===== src/hdl/sseh_defs.svh =====
// constants for the service save and exit command handler
`ifndef SSEH_DEFS_SVH
`define SSEH_DEFS_SVH

// received characters that the handler decodes
`define SSEH_CH_CR        8'h0D
`define SSEH_CH_SPACE     8'h20
`define SSEH_CH_COMMA     8'h2C
`define SSEH_CH_SAVE      8'h73
`define SSEH_CH_EXIT      8'h78
`define SSEH_CH_YES       8'h59
`define SSEH_CH_NO        8'h4E
`define SSEH_CH_TGT_N     8'h6E
`define SSEH_CH_TGT_I     8'h69
`define SSEH_CH_TGT_NOW_N 8'h4E
`define SSEH_CH_TGT_NOW_I 8'h49

// error codes reported with an error message
`define SSEH_ERR_NONE     3'h0
`define SSEH_ERR_UNKNOWN  3'h1
`define SSEH_ERR_NPARAM   3'h2
`define SSEH_ERR_INVALID  3'h3
`define SSEH_ERR_WEAR     3'h4
`define SSEH_ERR_SAVE     3'h5

// configuration layout and reset values
`define SSEH_CFG_WIDTH    8
`define SSEH_CFG_WORDS    8
`define SSEH_CFG_TX_IDX   0
`define SSEH_CFG_DEFAULT  8'h00
`define SSEH_CNT_WIDTH    16
`define SSEH_SAVE_LIMIT   1000

// hold time before a confirming exit is carried out
`define SSEH_CLK_HZ       10000000
`define SSEH_HOLD_TIME_MS 3000
`define SSEH_HOLD_CYCLES  ((`SSEH_HOLD_TIME_MS) * ((`SSEH_CLK_HZ) / 1000))

`endif


===== src/hdl/sseh_pkg.sv =====
// types shared by the service save and exit command handler
package sseh_pkg;

  // interpreter states
  typedef enum logic [4:0]
  {
    ST_IDLE,
    ST_DRAIN,
    ST_S_CR,
    ST_S_ANS,
    ST_S_E3,
    ST_S_WR,
    ST_S_DONE,
    ST_S_WARN,
    ST_X_SP,
    ST_X_TGT,
    ST_X_CR,
    ST_X_ANS,
    ST_X_HOLD,
    ST_LOAD,
    ST_GO
  } sseh_state_t;

  // messages sent back to the terminal
  typedef enum logic [2:0]
  {
    MSG_NONE,
    MSG_SAVE_PROMPT,
    MSG_SAVE_OK,
    MSG_SAVE_ABORT,
    MSG_EXIT_PROMPT,
    MSG_RET_NORMAL,
    MSG_RET_INIT,
    MSG_ERROR
  } sseh_msg_t;

endpackage


===== src/hdl/sseh_store.sv =====
// nonvolatile configuration store with registered read data
`timescale 1ns/1ns
module sseh_store
#(
  parameter int             W       = 8,
  parameter int             N       = 8,
  parameter int             AW      = 3,
  parameter logic [W-1:0]   RST_VAL = '0
)(
  input  wire logic          sys_clk, // system clock
  input  wire logic          rst,     // asynchronous reset, high
  input  wire logic          wr_en,   // write one word
  input  wire logic          rd_en,   // read one word
  input  wire logic [AW-1:0] addr,    // word index
  input  wire logic [W-1:0]  wdata,   // write data
  output logic      [W-1:0]  rdata    // read data, one cycle after rd_en
);

  logic [W-1:0] mem_ff [N];
  logic [W-1:0] rdata_ff;

  // storage array, starts from the default image
  always_ff @(posedge sys_clk or posedge rst)
  begin
    if (rst)
    begin
      for (int k = 0; k < N; k++)
        mem_ff[k] <= RST_VAL;
    end
    else if (wr_en)
      mem_ff[addr] <= wdata;
  end

  // registered read port
  always_ff @(posedge sys_clk or posedge rst)
  begin
    if (rst)
      rdata_ff <= '0;
    else if (rd_en)
      rdata_ff <= mem_ff[addr];
  end

  assign rdata = rdata_ff;

endmodule


===== src/hdl/sseh_service_save_exit.sv =====
// command interpreter for the service-mode save and exit commands
`timescale 1ns/1ns
`include "sseh_defs.svh"
module sseh_service_save_exit
  import sseh_pkg::*;
#(
  parameter int CFG_W       = `SSEH_CFG_WIDTH,
  parameter int CFG_N       = `SSEH_CFG_WORDS,
  parameter int IDX_W       = $clog2(`SSEH_CFG_WORDS),
  parameter int CNT_W       = `SSEH_CNT_WIDTH,
  parameter int HOLD_CYCLES = `SSEH_HOLD_CYCLES
)(
  input  wire logic                   sys_clk,    // system clock, 10 MHz
  input  wire logic                   rst,        // asynchronous reset, high
  input  wire logic                   rx_valid,   // one received character
  input  wire logic [7:0]             rx_char,    // received character code
  input  wire logic                   cfg_wr_en,  // working setting write
  input  wire logic [IDX_W-1:0]       cfg_wr_idx, // working setting index
  input  wire logic [CFG_W-1:0]       cfg_wr_data,// working setting value
  input  wire logic                   nvm_fault,  // store write did not take
  output logic                        cfg_busy,   // command in progress
  output logic [CFG_N*CFG_W-1:0]      cfg_words,  // working settings
  output logic                        cfg_dirty,  // settings differ from store
  output logic                        msg_valid,  // message pulse
  output sseh_msg_t                   msg_code,   // message kind
  output logic [2:0]                  err_code,   // error number with MSG_ERROR
  output logic [CNT_W-1:0]            save_count, // completed saves
  output logic                        go_normal,  // leave for Normal Mode
  output logic                        go_init     // leave for Init Mode
);

  sseh_state_t      state_ff;
  sseh_state_t      nxt_state;
  logic [2:0]       drain_err_ff;
  logic [2:0]       nxt_drain;
  sseh_msg_t        emit_msg;
  logic [2:0]       emit_err;
  logic [CFG_W-1:0] wcfg_ff [CFG_N];
  logic [IDX_W-1:0] idx_ff;
  logic             phase_ff;
  logic             load_all_ff;
  logic [IDX_W-1:0] ld_end;
  logic             fail_acc_ff;
  logic             dirty_ff;
  logic             tx_chg_ff;
  logic [7:0]       tgt_ff;
  logic [31:0]      hold_cnt_ff;
  logic [CNT_W-1:0] save_count_ff;
  logic             msg_valid_ff;
  sseh_msg_t        msg_code_ff;
  logic [2:0]       err_code_ff;
  logic             go_normal_ff;
  logic             go_init_ff;
  logic             st_wr;
  logic             st_rd;
  logic [CFG_W-1:0] st_rdata;
  logic             rx_cr;
  logic             ld_last;
  logic             save_good;
  localparam logic [IDX_W-1:0] TX_IDX = IDX_W'(`SSEH_CFG_TX_IDX);
  localparam logic [IDX_W-1:0] LAST_IDX = IDX_W'(CFG_N - 1);

  // true when the exit target heads for Init Mode
  function automatic logic f_is_init(input logic [7:0] t);
    f_is_init = (t == `SSEH_CH_TGT_I) || (t == `SSEH_CH_TGT_NOW_I);
  endfunction

  // notice that names the mode being returned to
  function automatic sseh_msg_t f_note(input logic [7:0] t);
    f_note = f_is_init(t) ? MSG_RET_INIT : MSG_RET_NORMAL;
  endfunction

  assign rx_cr     = rx_valid && (rx_char == `SSEH_CH_CR);
  assign ld_end    = load_all_ff ? LAST_IDX : TX_IDX;
  assign ld_last   = (state_ff == ST_LOAD) && phase_ff && (idx_ff == ld_end);
  assign save_good = (state_ff == ST_S_DONE) && !fail_acc_ff;

  //--------------------------------------------------------------------
  // command decoding
  //--------------------------------------------------------------------

  // next state and message selection
  always_comb
  begin
    nxt_state = state_ff;
    nxt_drain = drain_err_ff;
    emit_msg  = MSG_NONE;
    emit_err  = `SSEH_ERR_NONE;
    case (state_ff)
      ST_IDLE:
        if (rx_valid)
        begin
          if (rx_char == `SSEH_CH_SAVE)
            nxt_state = ST_S_CR;
          else if (rx_char == `SSEH_CH_EXIT)
            nxt_state = ST_X_SP;
          else if (!rx_cr)
          begin
            nxt_state = ST_DRAIN; // another command's line
            nxt_drain = `SSEH_ERR_NONE;
          end
        end
      ST_DRAIN:
        if (rx_cr)
        begin
          nxt_state = ST_IDLE;
          if (drain_err_ff != `SSEH_ERR_NONE)
          begin
            emit_msg = MSG_ERROR;
            emit_err = drain_err_ff;
          end
        end
      ST_S_CR:
        if (rx_cr)
        begin
          emit_msg  = MSG_SAVE_PROMPT;
          nxt_state = ST_S_ANS;
        end
        else if (rx_valid)
        begin
          nxt_state = ST_DRAIN;
          nxt_drain = `SSEH_ERR_NPARAM;
        end
      ST_S_ANS:
        if (rx_valid)
        begin
          if (rx_char == `SSEH_CH_YES)
            nxt_state = ST_S_WR;
          else
          begin
            emit_msg = MSG_SAVE_ABORT;
            if (rx_char != `SSEH_CH_NO)
              nxt_state = ST_S_E3;
            else
              nxt_state = tx_chg_ff ? ST_LOAD : ST_IDLE;
          end
        end
      ST_S_E3:
      begin
        emit_msg  = MSG_ERROR;
        emit_err  = `SSEH_ERR_INVALID;
        nxt_state = tx_chg_ff ? ST_LOAD : ST_IDLE;
      end
      ST_S_WR:
        if (idx_ff == LAST_IDX)
          nxt_state = ST_S_DONE;
      ST_S_DONE:
      begin
        if (fail_acc_ff)
        begin
          emit_msg  = MSG_ERROR;
          emit_err  = `SSEH_ERR_SAVE;
          nxt_state = ST_IDLE;
        end
        else
        begin
          emit_msg  = MSG_SAVE_OK;
          nxt_state = ST_S_WARN;
        end
      end
      ST_S_WARN:
      begin
        nxt_state = ST_IDLE;
        if (save_count_ff > CNT_W'(`SSEH_SAVE_LIMIT))
        begin
          emit_msg = MSG_ERROR;
          emit_err = `SSEH_ERR_WEAR;
        end
      end
      ST_X_SP:
        if (rx_cr)
        begin
          emit_msg  = MSG_ERROR;
          emit_err  = `SSEH_ERR_NPARAM;
          nxt_state = ST_IDLE;
        end
        else if (rx_valid)
        begin
          nxt_state = (rx_char == `SSEH_CH_SPACE) ? ST_X_TGT : ST_DRAIN;
          nxt_drain = (rx_char == `SSEH_CH_COMMA) ? `SSEH_ERR_NPARAM : `SSEH_ERR_UNKNOWN;
        end
      ST_X_TGT:
        if (rx_cr)
        begin
          emit_msg  = MSG_ERROR;
          emit_err  = `SSEH_ERR_NPARAM;
          nxt_state = ST_IDLE;
        end
        else if (rx_valid)
          nxt_state = ST_X_CR;
      ST_X_CR:
        if (rx_cr)
        begin
          case (tgt_ff)
            `SSEH_CH_TGT_N, `SSEH_CH_TGT_I:
            begin
              emit_msg  = dirty_ff ? MSG_EXIT_PROMPT : f_note(tgt_ff);
              nxt_state = dirty_ff ? ST_X_ANS : ST_X_HOLD;
            end
            `SSEH_CH_TGT_NOW_N:
            begin
              emit_msg  = MSG_RET_NORMAL;
              nxt_state = ST_GO;
            end
            `SSEH_CH_TGT_NOW_I:
            begin
              emit_msg  = MSG_RET_INIT;
              nxt_state = ST_LOAD;
            end
            default:
            begin
              emit_msg  = MSG_ERROR;
              emit_err  = `SSEH_ERR_INVALID;
              nxt_state = ST_IDLE;
            end
          endcase
        end
        else if (rx_valid)
        begin
          nxt_state = ST_DRAIN;
          nxt_drain = `SSEH_ERR_NPARAM;
        end
      ST_X_ANS:
        if (rx_valid)
        begin
          nxt_state = ST_IDLE;
          if (rx_char == `SSEH_CH_YES)
          begin
            emit_msg  = f_note(tgt_ff);
            nxt_state = ST_X_HOLD;
          end
          else if (rx_char != `SSEH_CH_NO)
          begin
            emit_msg = MSG_ERROR;
            emit_err = `SSEH_ERR_INVALID;
          end
        end
      ST_X_HOLD:
        if (hold_cnt_ff == 32'(HOLD_CYCLES - 1))
          nxt_state = f_is_init(tgt_ff) ? ST_LOAD : ST_GO;
      ST_LOAD:
        if (ld_last)
          nxt_state = load_all_ff ? ST_GO : ST_IDLE;
      ST_GO:
        nxt_state = ST_IDLE;
      default:
        nxt_state = ST_IDLE;
    endcase
  end

  // state, pending drain error and exit target
  always_ff @(posedge sys_clk or posedge rst)
  begin
    if (rst)
    begin
      state_ff     <= ST_IDLE;
      drain_err_ff <= `SSEH_ERR_NONE;
      tgt_ff       <= 8'h00;
    end
    else
    begin
      state_ff     <= nxt_state;
      drain_err_ff <= nxt_drain;
      if ((state_ff == ST_X_TGT) && rx_valid && !rx_cr)
        tgt_ff <= rx_char;
    end
  end

  //--------------------------------------------------------------------
  // store transfers
  //--------------------------------------------------------------------

  // word index, load phase and load scope
  always_ff @(posedge sys_clk or posedge rst)
  begin
    if (rst)
    begin
      idx_ff      <= '0;
      phase_ff    <= 1'b0;
      load_all_ff <= 1'b0;
    end
    else if ((nxt_state == ST_LOAD) && (state_ff != ST_LOAD))
    begin
      load_all_ff <= (state_ff != ST_S_ANS) && (state_ff != ST_S_E3);
      idx_ff      <= ((state_ff != ST_S_ANS) && (state_ff != ST_S_E3)) ? '0 : TX_IDX;
      phase_ff    <= 1'b0;
    end
    else if ((nxt_state == ST_S_WR) && (state_ff != ST_S_WR))
      idx_ff <= '0;
    else if (state_ff == ST_S_WR)
      idx_ff <= idx_ff + 1'b1;
    else if (state_ff == ST_LOAD)
    begin
      phase_ff <= !phase_ff;
      if (phase_ff && !ld_last)
        idx_ff <= idx_ff + 1'b1;
    end
  end

  // write every word whatever the count
  assign st_wr = (state_ff == ST_S_WR);
  assign st_rd = (state_ff == ST_LOAD) && !phase_ff;

  sseh_store
  #(
    .W       (CFG_W),
    .N       (CFG_N),
    .AW      (IDX_W),
    .RST_VAL (`SSEH_CFG_DEFAULT)
  ) u_store (
    .sys_clk (sys_clk),
    .rst     (rst),
    .wr_en   (st_wr),
    .rd_en   (st_rd),
    .addr    (idx_ff),
    .wdata   (wcfg_ff[idx_ff]),
    .rdata   (st_rdata)
  );

  // failure seen on any word of the write
  always_ff @(posedge sys_clk or posedge rst)
  begin
    if (rst)
      fail_acc_ff <= 1'b0;
    else if (state_ff == ST_S_ANS)
      fail_acc_ff <= 1'b0;
    else if (st_wr)
      fail_acc_ff <= fail_acc_ff | nvm_fault;
  end

  //--------------------------------------------------------------------
  // working settings
  //--------------------------------------------------------------------

  // volatile working copy, reloaded or written
  always_ff @(posedge sys_clk or posedge rst)
  begin
    if (rst)
    begin
      for (int k = 0; k < CFG_N; k++)
        wcfg_ff[k] <= `SSEH_CFG_DEFAULT;
    end
    else if ((state_ff == ST_LOAD) && phase_ff)
      wcfg_ff[idx_ff] <= st_rdata;
    else if (cfg_wr_en && (state_ff == ST_IDLE))
      wcfg_ff[cfg_wr_idx] <= cfg_wr_data;
  end

  // differs-from-store and transmission-changed flags, set wins
  always_ff @(posedge sys_clk or posedge rst)
  begin
    if (rst)
    begin
      dirty_ff  <= 1'b0;
      tx_chg_ff <= 1'b0;
    end
    else if (cfg_wr_en && (state_ff == ST_IDLE))
    begin
      dirty_ff  <= 1'b1;
      tx_chg_ff <= tx_chg_ff | (cfg_wr_idx == TX_IDX);
    end
    else if (save_good || (ld_last && load_all_ff))
    begin
      dirty_ff  <= 1'b0;
      tx_chg_ff <= 1'b0;
    end
    else if (ld_last)
      tx_chg_ff <= 1'b0;
  end

  always_ff @(posedge sys_clk or posedge rst)
  begin
    if (rst)
      save_count_ff <= '0;
    else if (save_good)
      save_count_ff <= save_count_ff + 1'b1;
  end

  always_ff @(posedge sys_clk or posedge rst)
  begin
    if (rst)
      hold_cnt_ff <= 32'h00000000;
    else if (state_ff == ST_X_HOLD)
      hold_cnt_ff <= hold_cnt_ff + 32'h00000001;
    else
      hold_cnt_ff <= 32'h00000000;
  end

  //--------------------------------------------------------------------
  // outputs
  //--------------------------------------------------------------------

  // registered message and mode change pulses
  always_ff @(posedge sys_clk or posedge rst)
  begin
    if (rst)
    begin
      msg_valid_ff <= 1'b0;
      msg_code_ff  <= MSG_NONE;
      err_code_ff  <= `SSEH_ERR_NONE;
      go_normal_ff <= 1'b0;
      go_init_ff   <= 1'b0;
    end
    else
    begin
      msg_valid_ff <= (emit_msg != MSG_NONE);
      msg_code_ff  <= emit_msg;
      err_code_ff  <= emit_err;
      go_normal_ff <= (state_ff == ST_GO) && !f_is_init(tgt_ff);
      go_init_ff   <= (state_ff == ST_GO) && f_is_init(tgt_ff);
    end
  end

  assign cfg_busy   = (state_ff != ST_IDLE);
  assign cfg_dirty  = dirty_ff;
  assign msg_valid  = msg_valid_ff;
  assign msg_code   = msg_code_ff;
  assign err_code   = err_code_ff;
  assign save_count = save_count_ff;
  assign go_normal  = go_normal_ff;
  assign go_init    = go_init_ff;

  // flattened working settings, word 0 lowest
  always_comb
  begin
    cfg_words = '0;
    for (int k = 0; k < CFG_N; k++)
      cfg_words[k*CFG_W +: CFG_W] = wcfg_ff[k];
  end

  //--------------------------------------------------------------------
  // checks
  //--------------------------------------------------------------------

  property p_save_prompt;
    @(posedge sys_clk) disable iff (rst)
    (state_ff == ST_S_CR) && rx_cr |=> msg_valid && (msg_code == MSG_SAVE_PROMPT);
  endproperty
  a_save_prompt: assert property (p_save_prompt) else $error("no save prompt");

  property p_save_nparam;
    @(posedge sys_clk) disable iff (rst)
    (state_ff == ST_S_CR) && rx_valid && !rx_cr
      |=> (state_ff == ST_DRAIN) && (drain_err_ff == `SSEH_ERR_NPARAM);
  endproperty
  a_save_nparam: assert property (p_save_nparam) else $error("extra chars not refused");

  property p_save_go;
    @(posedge sys_clk) disable iff (rst)
    (state_ff == ST_S_ANS) && rx_valid && (rx_char == `SSEH_CH_YES)
      |=> st_wr [*8] ##1 (state_ff == ST_S_DONE);
  endproperty
  a_save_go: assert property (p_save_go) else $error("save not attempted");

  property p_bad_answer;
    @(posedge sys_clk) disable iff (rst)
    (state_ff == ST_S_ANS) && rx_valid && (rx_char != `SSEH_CH_YES)
      && (rx_char != `SSEH_CH_NO)
      |=> (msg_code == MSG_SAVE_ABORT) ##1 (err_code == `SSEH_ERR_INVALID);
  endproperty
  a_bad_answer: assert property (p_bad_answer) else $error("bad answer not reported");

  property p_tx_restore;
    @(posedge sys_clk) disable iff (rst)
    (state_ff == ST_S_ANS) && rx_valid && (rx_char == `SSEH_CH_NO) && tx_chg_ff
      |=> (state_ff == ST_LOAD) && !load_all_ff ##[1:3] !tx_chg_ff;
  endproperty
  a_tx_restore: assert property (p_tx_restore) else $error("tx settings kept");

  property p_save_fail;
    @(posedge sys_clk) disable iff (rst)
    (state_ff == ST_S_DONE) && fail_acc_ff
      |=> msg_valid && (err_code == `SSEH_ERR_SAVE) && $stable(save_count_ff);
  endproperty
  a_save_fail: assert property (p_save_fail) else $error("save failure missed");

  property p_wear;
    @(posedge sys_clk) disable iff (rst)
    (msg_code == MSG_SAVE_OK) && (save_count_ff > CNT_W'(`SSEH_SAVE_LIMIT))
      |=> (msg_code == MSG_ERROR) && (err_code == `SSEH_ERR_WEAR);
  endproperty
  a_wear: assert property (p_wear) else $error("wear warning missing");

  property p_save_ok;
    @(posedge sys_clk) disable iff (rst)
    save_good |=> (msg_code == MSG_SAVE_OK) && (save_count_ff == $past(save_count_ff) + 1'b1);
  endproperty
  a_save_ok: assert property (p_save_ok) else $error("save count not reported");

  property p_hold_wait;
    @(posedge sys_clk) disable iff (rst)
    (state_ff == ST_X_HOLD) && (hold_cnt_ff < 32'(HOLD_CYCLES - 1)) |=> (state_ff == ST_X_HOLD);
  endproperty
  a_hold_wait: assert property (p_hold_wait) else $error("hold cut short");

  property p_exit_now;
    @(posedge sys_clk) disable iff (rst)
    (state_ff == ST_X_CR) && rx_cr && (tgt_ff == `SSEH_CH_TGT_NOW_N)
      |=> (msg_code == MSG_RET_NORMAL) ##1 go_normal;
  endproperty
  a_exit_now: assert property (p_exit_now) else $error("direct exit delayed");

  property p_exit_bad_answer;
    @(posedge sys_clk) disable iff (rst)
    (state_ff == ST_X_ANS) && rx_valid && (rx_char == `SSEH_CH_TGT_N)
      |=> (err_code == `SSEH_ERR_INVALID) && (state_ff == ST_IDLE) ##1 !go_normal;
  endproperty
  a_exit_bad_answer: assert property (p_exit_bad_answer) else $error("bad exit answer");

  property p_init_clean;
    @(posedge sys_clk) disable iff (rst)
    go_init |-> !dirty_ff && !tx_chg_ff;
  endproperty
  a_init_clean: assert property (p_init_clean) else $error("init with unsaved settings");

endmodule


===== config.mk =====
export PLATFORM = sky130hd
export DESIGN_NAME = sseh_service_save_exit
export DESIGN_NICKNAME = d
export VERILOG_FILES = /design/src/hdl/sseh_pkg.sv /design/src/hdl/sseh_store.sv /design/src/hdl/sseh_service_save_exit.sv
export VERILOG_INCLUDE_DIRS = /design/src /design/src/hdl
export SDC_FILE = /design/constraint.sdc
export NUM_CORES = 1
export LEC_CHECK = 0
export BUFFER_PORTS_ARGS = -buffer_cell sky130_fd_sc_hd__buf_2
export CORE_MARGIN = 4
export CORE_UTILIZATION = 40
export DETAILED_ROUTE_END_ITERATION = 7
export PLACE_DENSITY = 0.59
export SYNTH_ARGS = -nofsm -noshare
export SYNTH_HDL_FRONTEND = slang
export SYNTH_HIERARCHICAL = 1
export SYNTH_SLANG_ARGS = --single-unit

===== constraint.sdc =====
create_clock -name sys_clk -period 5 [get_ports sys_clk]
set_clock_uncertainty 0.15 [all_clocks]
set_input_delay 1 -clock sys_clk [delete_from_list [all_inputs] [get_ports sys_clk]]
set_output_delay 1 -clock sys_clk [all_outputs]
set_load 0.03 [all_outputs]

## Yosys cells after proc, flatten, opt, wreduce, memory -nomap -nowiden

Cells that the tools add are included.

| operators by class | value |
|---|---|
| add/sub/neg operators | 3 |
| multiply operators | 0 |
| div/mod/pow operators | 0 |
| $lt $le $gt $ge | 5 |
| equality and inequality tests | 44 |
| shifts and indexed selects | 0 |
| mux-type cells | 98 |
| bitwise logic cells | 4 |
| reductions and logical operators | 44 |

Operators with widths:

| cell | number |
|---|---|
| bitwise mux 64 bit | 3 |
| two-way mux 64 bit | 2 |
| two-way mux 3 bit | 30 |
| two-way mux 5 bit | 17 |
| one-hot mux 5 bit (13 select lines) | 1 |
| equality test 8 x 7 -> 1 bit (second input constant) | 7 |
| binary-select mux 8 bit (select 3 bit) | 2 |
| demux 8 bit (select 3 bit) | 2 |
| two-way mux 8 bit | 6 |
| equality test 5 x 4 -> 1 bit (second input constant) | 8 |
| adder 32 x 1 -> 32 bit (second input constant) | 1 |
| equality test 32 x 25 -> 1 bit (second input constant) | 1 |
| two-way mux 32 bit | 1 |
| one-hot mux 3 bit (9 select lines) | 1 |
| equality test 5 x 3 -> 1 bit (second input constant) | 5 |
| two-way mux 4 bit | 6 |
| two-way mux 2 bit | 11 |
| one-hot mux 3 bit (7 select lines) | 1 |
| one-hot mux 3 bit (3 select lines) | 2 |
| logical AND 1 bit | 17 |
| adder 16 x 1 -> 16 bit (second input constant) | 1 |
| equality test 8 x 6 -> 1 bit (second input constant) | 2 |
| > comparator 16 x 10 -> 1 bit (second input constant) | 1 |
| != test 2 bit (second input constant) | 8 |
| 30 further kinds | 62 |

| word-level totals | value |
|---|---|
| flip-flop bits (word level) | 217 |
| bits in latches | 0 |
| memory bits (writable) | 0 |
| ROM bits | 0 |
| input bits | 24 |
| output and inout port bits | 91 |
| logic and storage cells | 231 |
| memories | 0 |

## Logic depth before layout (Yosys ltp)

| logic depth | value |
|---|---|
| depth after elaboration | 11 |
| gate-level depth with buffers | 9 |

## By module

The synthesis kept the hierarchy.

By module, submodules not included:

| module | instances | cells each | area each (µm²) |
|---|---|---|---|
| sseh_service_save_exit | 1 | 871 | 8102.8 |
| sseh_store | 1 | 214 | 3370.7 |

## Worst setup path before layout

No wires, ideal clock.

| timing | value |
|---|---|
| path kind | in2reg |
| start point | in rx_char[7] |
| end point | reg load_all_ff |
| library setup time | 0.128 ns |
| data arrival time | 2.781 ns |
| data required time | 4.722 ns |
| setup slack | 1.941 ns |
| cell stages on the path | 8 |
| buffers on the path | 1 |
| cells stage by stage | nor4b_1 > and2_1 > buf_4 > nor3_4 > a2111oi_2 > nand4b_1 > nor4_2 > mux2_1 |

| between the ends | value |
|---|---|
| longest elaborated chain between the ends | 9 |
| elaborated cells between the ends (all ways) | 26 |
| those cells by class | eq/ne: 7; mux: 17; reduce/logical: 2 |

Ends and longest elaborated chain:

| item | line | RTL |
|---|---|---|
| from (decl) | sseh_service_save_exit.sv:16 | `input wire logic [7:0] rx_char,` |
| equality test 8 x 4 -> 1 bit (no source line) | - |  |
| logical AND 1 bit | sseh_service_save_exit.sv:73 | `` assign rx_cr = rx_valid && (rx_char == `SSEH_CH_CR); `` |
| two-way mux 5 bit | sseh_service_save_exit.sv:97 | `else if (!rx_cr)` |
| two-way mux 5 bit | sseh_service_save_exit.sv:95 | `` else if (rx_char == `SSEH_CH_EXIT) `` |
| two-way mux 5 bit | sseh_service_save_exit.sv:93 | `` if (rx_char == `SSEH_CH_SAVE) `` |
| two-way mux 5 bit | sseh_service_save_exit.sv:91 | `if (rx_valid)` |
| one-hot mux 5 bit (13 select lines) (*) | sseh_service_save_exit.sv:89 | `case (state_ff)` |
| equality test 5 x 4 -> 1 bit (*) | sseh_service_save_exit.sv:282 | `else if ((nxt_state == ST_LOAD) && (state_ff != ST_LOAD))` |
| logical AND 1 bit (*) | sseh_service_save_exit.sv:282 |  |
| to (signal assigned) | sseh_service_save_exit.sv:284 | `load_all_ff <= (state_ff != ST_S_ANS) && (state_ff != ST_S_E3);` |
| to (decl) | sseh_service_save_exit.sv:41 | `logic load_all_ff;` |

Every way passes the cells marked *; elsewhere a longest branch is shown, timed or not.
A chain may end at the register's enable or synchronous reset.

## Worst setup path after layout

| timing | value |
|---|---|
| start point | reg state_ff[0] |
| end point | reg wcfg_ff, in the netlist cfg_words[9] |

| between the ends | value |
|---|---|
| longest elaborated chain between the ends | 3 |
| elaborated cells between the ends (all ways) | 6 |
| those cells by class | eq/ne: 1; mux: 1; reduce/logical: 4 |

Ends and longest elaborated chain:

| item | line | RTL |
|---|---|---|
| from (decl) | sseh_service_save_exit.sv:32 | `sseh_state_t state_ff;` |
| from (signal assigned) | sseh_service_save_exit.sv:262 | `state_ff <= nxt_state;` |
| equality test 5 x 4 -> 1 bit / logical NOT 5 bit (equally long branches) | sseh_service_save_exit.sv:343, sseh_service_save_exit.sv:345 |  |
| logical AND 1 bit, on equally long branches | sseh_service_save_exit.sv:343, sseh_service_save_exit.sv:345 |  |
| two-way mux 64 bit / nonzero test 2 bit (equally long branches) | - |  |
| to (signal, indexed assignment) | sseh_service_save_exit.sv:341 | `` wcfg_ff[k] <= `SSEH_CFG_DEFAULT; `` |
| to (signal, indexed assignment) | sseh_service_save_exit.sv:344 | `wcfg_ff[idx_ff] <= st_rdata;` |
| to (signal, indexed assignment) | sseh_service_save_exit.sv:346 | `wcfg_ff[cfg_wr_idx] <= cfg_wr_data;` |
| to (decl) | sseh_service_save_exit.sv:38 | `logic [CFG_W-1:0] wcfg_ff [CFG_N];` |

Several ways; a longest one is shown, not always the timed one.

==> key figures <==
Timing
  • Worst slew pin tran: 1170 ps
  • Final setup fails: 0
  • Final Max Tran Viols: 0
  • Slew headroom: 22.3%
  • Tcrit/Tclk final: 70.2%
  • Hold Vio Cnt, Final: 0
  • RSZ-0062 raised after global routing: no
  • Tmin final: 3510 ps
  • TNS Setup: 0 ps
  • Max Clock Freq: 285 MHz

Clock tree
  • Post-CTS Setup Inserts: 0
  • Cts repair resizes: 0
  • Clk Tree Root Cell: clkbuf_16
  • Clk sinks: 216
  • TritonCTS clock tree: built
  • Hold buffers post-CTS: 0
  • Worst-Skew Late Latency: 520 ps
  • CTS buffer count: 25
  • CTS HTree Levels: 1
  • Clock-pin slew on the worst setup and hold paths: 60 ps
  • Clock buffer depth: 3

Worst setup path
  • Reg2reg start: state_ff[0]$_DFF_PP0_
  • Worst path slowest cell: a22oi_1
  • Crit path capture type: flip-flop
  • WP buf/inv: 0
  • Critical Path, Cell by Cell: nand4b_2 -> nor2_4 -> nor4b_2 -> a22oi_1 -> o21ai_0
  • CP peak stage delay: 930 ps
  • Kind of cell adding the most delay to the critical path: simple AND/OR/NAND/NOR gates
  • Type of origin of the critical path: flip-flop
  • Critical path type: flip-flop to flip-flop
  • Crit path arrival time: 3710 ps
  • Required @ worst endpoint: 5210 ps
  • Crit path from: state_ff[0]$_DFF_PP0_
  • Max FO, Critical Path: 25

Final layout
  • Filler cell count: 2,664
  • Fraction of layout cells with a size suffix above 1: 25.4%
  • Ant. Diodes: 0
  • Area delta synth->final: 14.0%
  • Commonest non-fill, non-tap cell in the layout: dfrtp_1
  • Most frequent cells in the layout: dfrtp_1, buf_2, nand2_1
  • Area occupied by multi-input gates: 5630 sq um
  • Register area: 5410 sq um
  • Fin nets: 1,190

Synth
  • FF+latch count, synth: 216
  • Syn Area/Cell: 10.6 sq um
  • Ys flop type: dfrtp_1
  • Post-synthesis cell count: 1,085
  • Async set-or-reset flop fraction in the synthesized netlist: 100%
  • Post-synth EDFFs: 0
  • Post-Syn Area: 11,500 sq um
  • Share of the yosys chip area belonging to registers: 47.1%
  • Syn_nets: 1,114
  • Synth unique cells: 91
  • Yosys warning count: 6

Routing
  • DR pass1 iterations: 6
  • Final ANT Viol Nets: 0
  • DRC errors left: 0
  • Routed vias: 9,086
  • 1st-iter DRT viols: 799
  • Final wirelength: 32,200 microns
  • Via density: 5.84
  • Drt wl/cell: 20.7 microns

Worst hold path
  • Hold_sp: hold_cnt_ff[0]$_DFF_PP0_
  • Worst Hold Class: flip-flop to flip-flop

Die
  • Die ar.: 31,500 sq um
  • # IOs: 115
  • Die Ht: 177 microns
  • X dimension of the die: 177 microns
  • Core Area: 28,000 sq um
  • Initial core utilization: 41.0%
  • Row count: 61

Power and ir drop
  • Pwr Density: 322 nW/um^2
  • Total leakage power: 6.00 nW
  • Final total power: 4.22 mW
  • Peak VDD IR: 0.211 mV

Placed design
  • Hpwl dp: 21,700 microns
  • Port Buf Inserts: 114
  • RePlAce Congestion: 0.888

Flow run
  • Maxcap violations: 0

GRT
  • Global-route wire length before repair: 50,800 microns
  • Met3 Track Usage GR: 3.88%
  • Busiest layer in global routing: met2
  • Grt met2 use: 31.5%
  • All-layer global routing usage: 20.1%
  • Initial antenna violation count: 0
  • Vias in the first global route: 8,889
  • Met1 Use GR: 29.1%
  • Grt ovf: 0
  • Largest net degree at the start of global routing: 103

Outcome
  • Outcome: complete, no violations
## through the flow
step                util [%]  area (sq um)  setup slack [ps]  std cells  hold WS (ps)
finish                  46.7         13100              1490       1557           333
detailed placement      43.7         12200              1390       1512           330
global placement        43.7         12200              1430       1512           326
global route            46.7         13100              1110       1557           362
CTS                     46.7         13100              1560       1557           337
floorplan                  -         11500              1940       1085           293
## cell usage after synthesis (8+ instances only)
master	count	area, sq um
nor4_1	9	56.3
nand3_1	30	150
or3_1	8	50.1
nand4_1	16	100
inv_1	16	60.1
nor3_1	14	70.1
clkbuf_1	30	113
xnor2_1	27	236
dfrtp_1	216	5410
nor2b_1	12	75.1
buf_1	25	93.8
and3_1	14	87.6
mux2i_1	41	410
buf_2	8	40.0
o21ai_0	56	280
a21oi_1	23	115
nor2_1	89	334
mux4_2	9	203
a22oi_1	23	173
mux2_2	77	867
nand2_1	113	424
xor2_1	15	131
o21ai_1	10	50.1
a221o_1	10	100
a32oi_1	49	429
## state kept, by name, indices dropped and copies added (netlist names), 3 cells and up
| register | count |
|---|---|
| u_store/mem_ff | 64 |
| u_store/rdata | 8 |
| err_code | 3 |
| save_count | 16 |
| idx_ff | 3 |
| cfg_words | 64 |
| hold_cnt_ff | 32 |
| msg_code | 3 |
| state_ff | 5 |
| tgt_ff | 8 |
## path summary, 6_finish.rpt
kind	to	cells past startpoint	slack [ps]
max	cfg_words[9]$_DFFE_PP0P_	5	1490
min	hold_cnt_ff[0]$_DFF_PP0_	1	330
max reg2reg	cfg_words[9]$_DFFE_PP0P_	5	1490
min reg2reg	hold_cnt_ff[0]$_DFF_PP0_	1	330
max in group asynchronous	u_store/mem_ff[53]$_DFFE_PP0P_	3	3160
min in group asynchronous	hold_cnt_ff[17]$_DFF_PP0_	2	400
## layer usage
| layer | wire length, microns | up-vias | share of wire [%] |
|---|---|---|---|
| met5 | 0 | - | 0 |
| met3 | 2390 | 51 | 7.4 |
| met2 | 14700 | 335 | 46 |
| li1 | - | 4179 | - |
| met1 | 14400 | 4521 | 45 |
| met4 | 710 | 0 | 2.2 |
## final cells by class
type / instances / share of cell area, %
clock buffer: 38 / 5.77
timing repair buffer: 124 / 5.03
tap: 378 / 3.61
inverter: 16 / 0.488
sequential: 216 / 41.4
clock inverter: 7 / 0.727
multi-input combinational: 778 / 43.0
## report_power, final
| part | internal (mW) | total, mW | switching, mW | leakage, nW |
|---|---|---|---|---|
| registers | 1.81 | 1.89 | 0.0797 | 2.94 |
| logic | 0.128 | 0.459 | 0.331 | 2.65 |
| clock network | 1.14 | 1.87 | 0.727 | 0.417 |
## cells by family after synthesis
group	after synthesis	synth area share (%)
AOI/OAI and AO/OA	225	14.2
other	1	0.0327
muxes	128	13.0
DFF	216	47.1
and+or+nand+nor	377	18.0
buffers and inverters	91	3.88
adders and majority gates	5	0.545
xor gates and xnor gates	42	3.21
No activity file was read; power rests on OpenSTA's default activity.
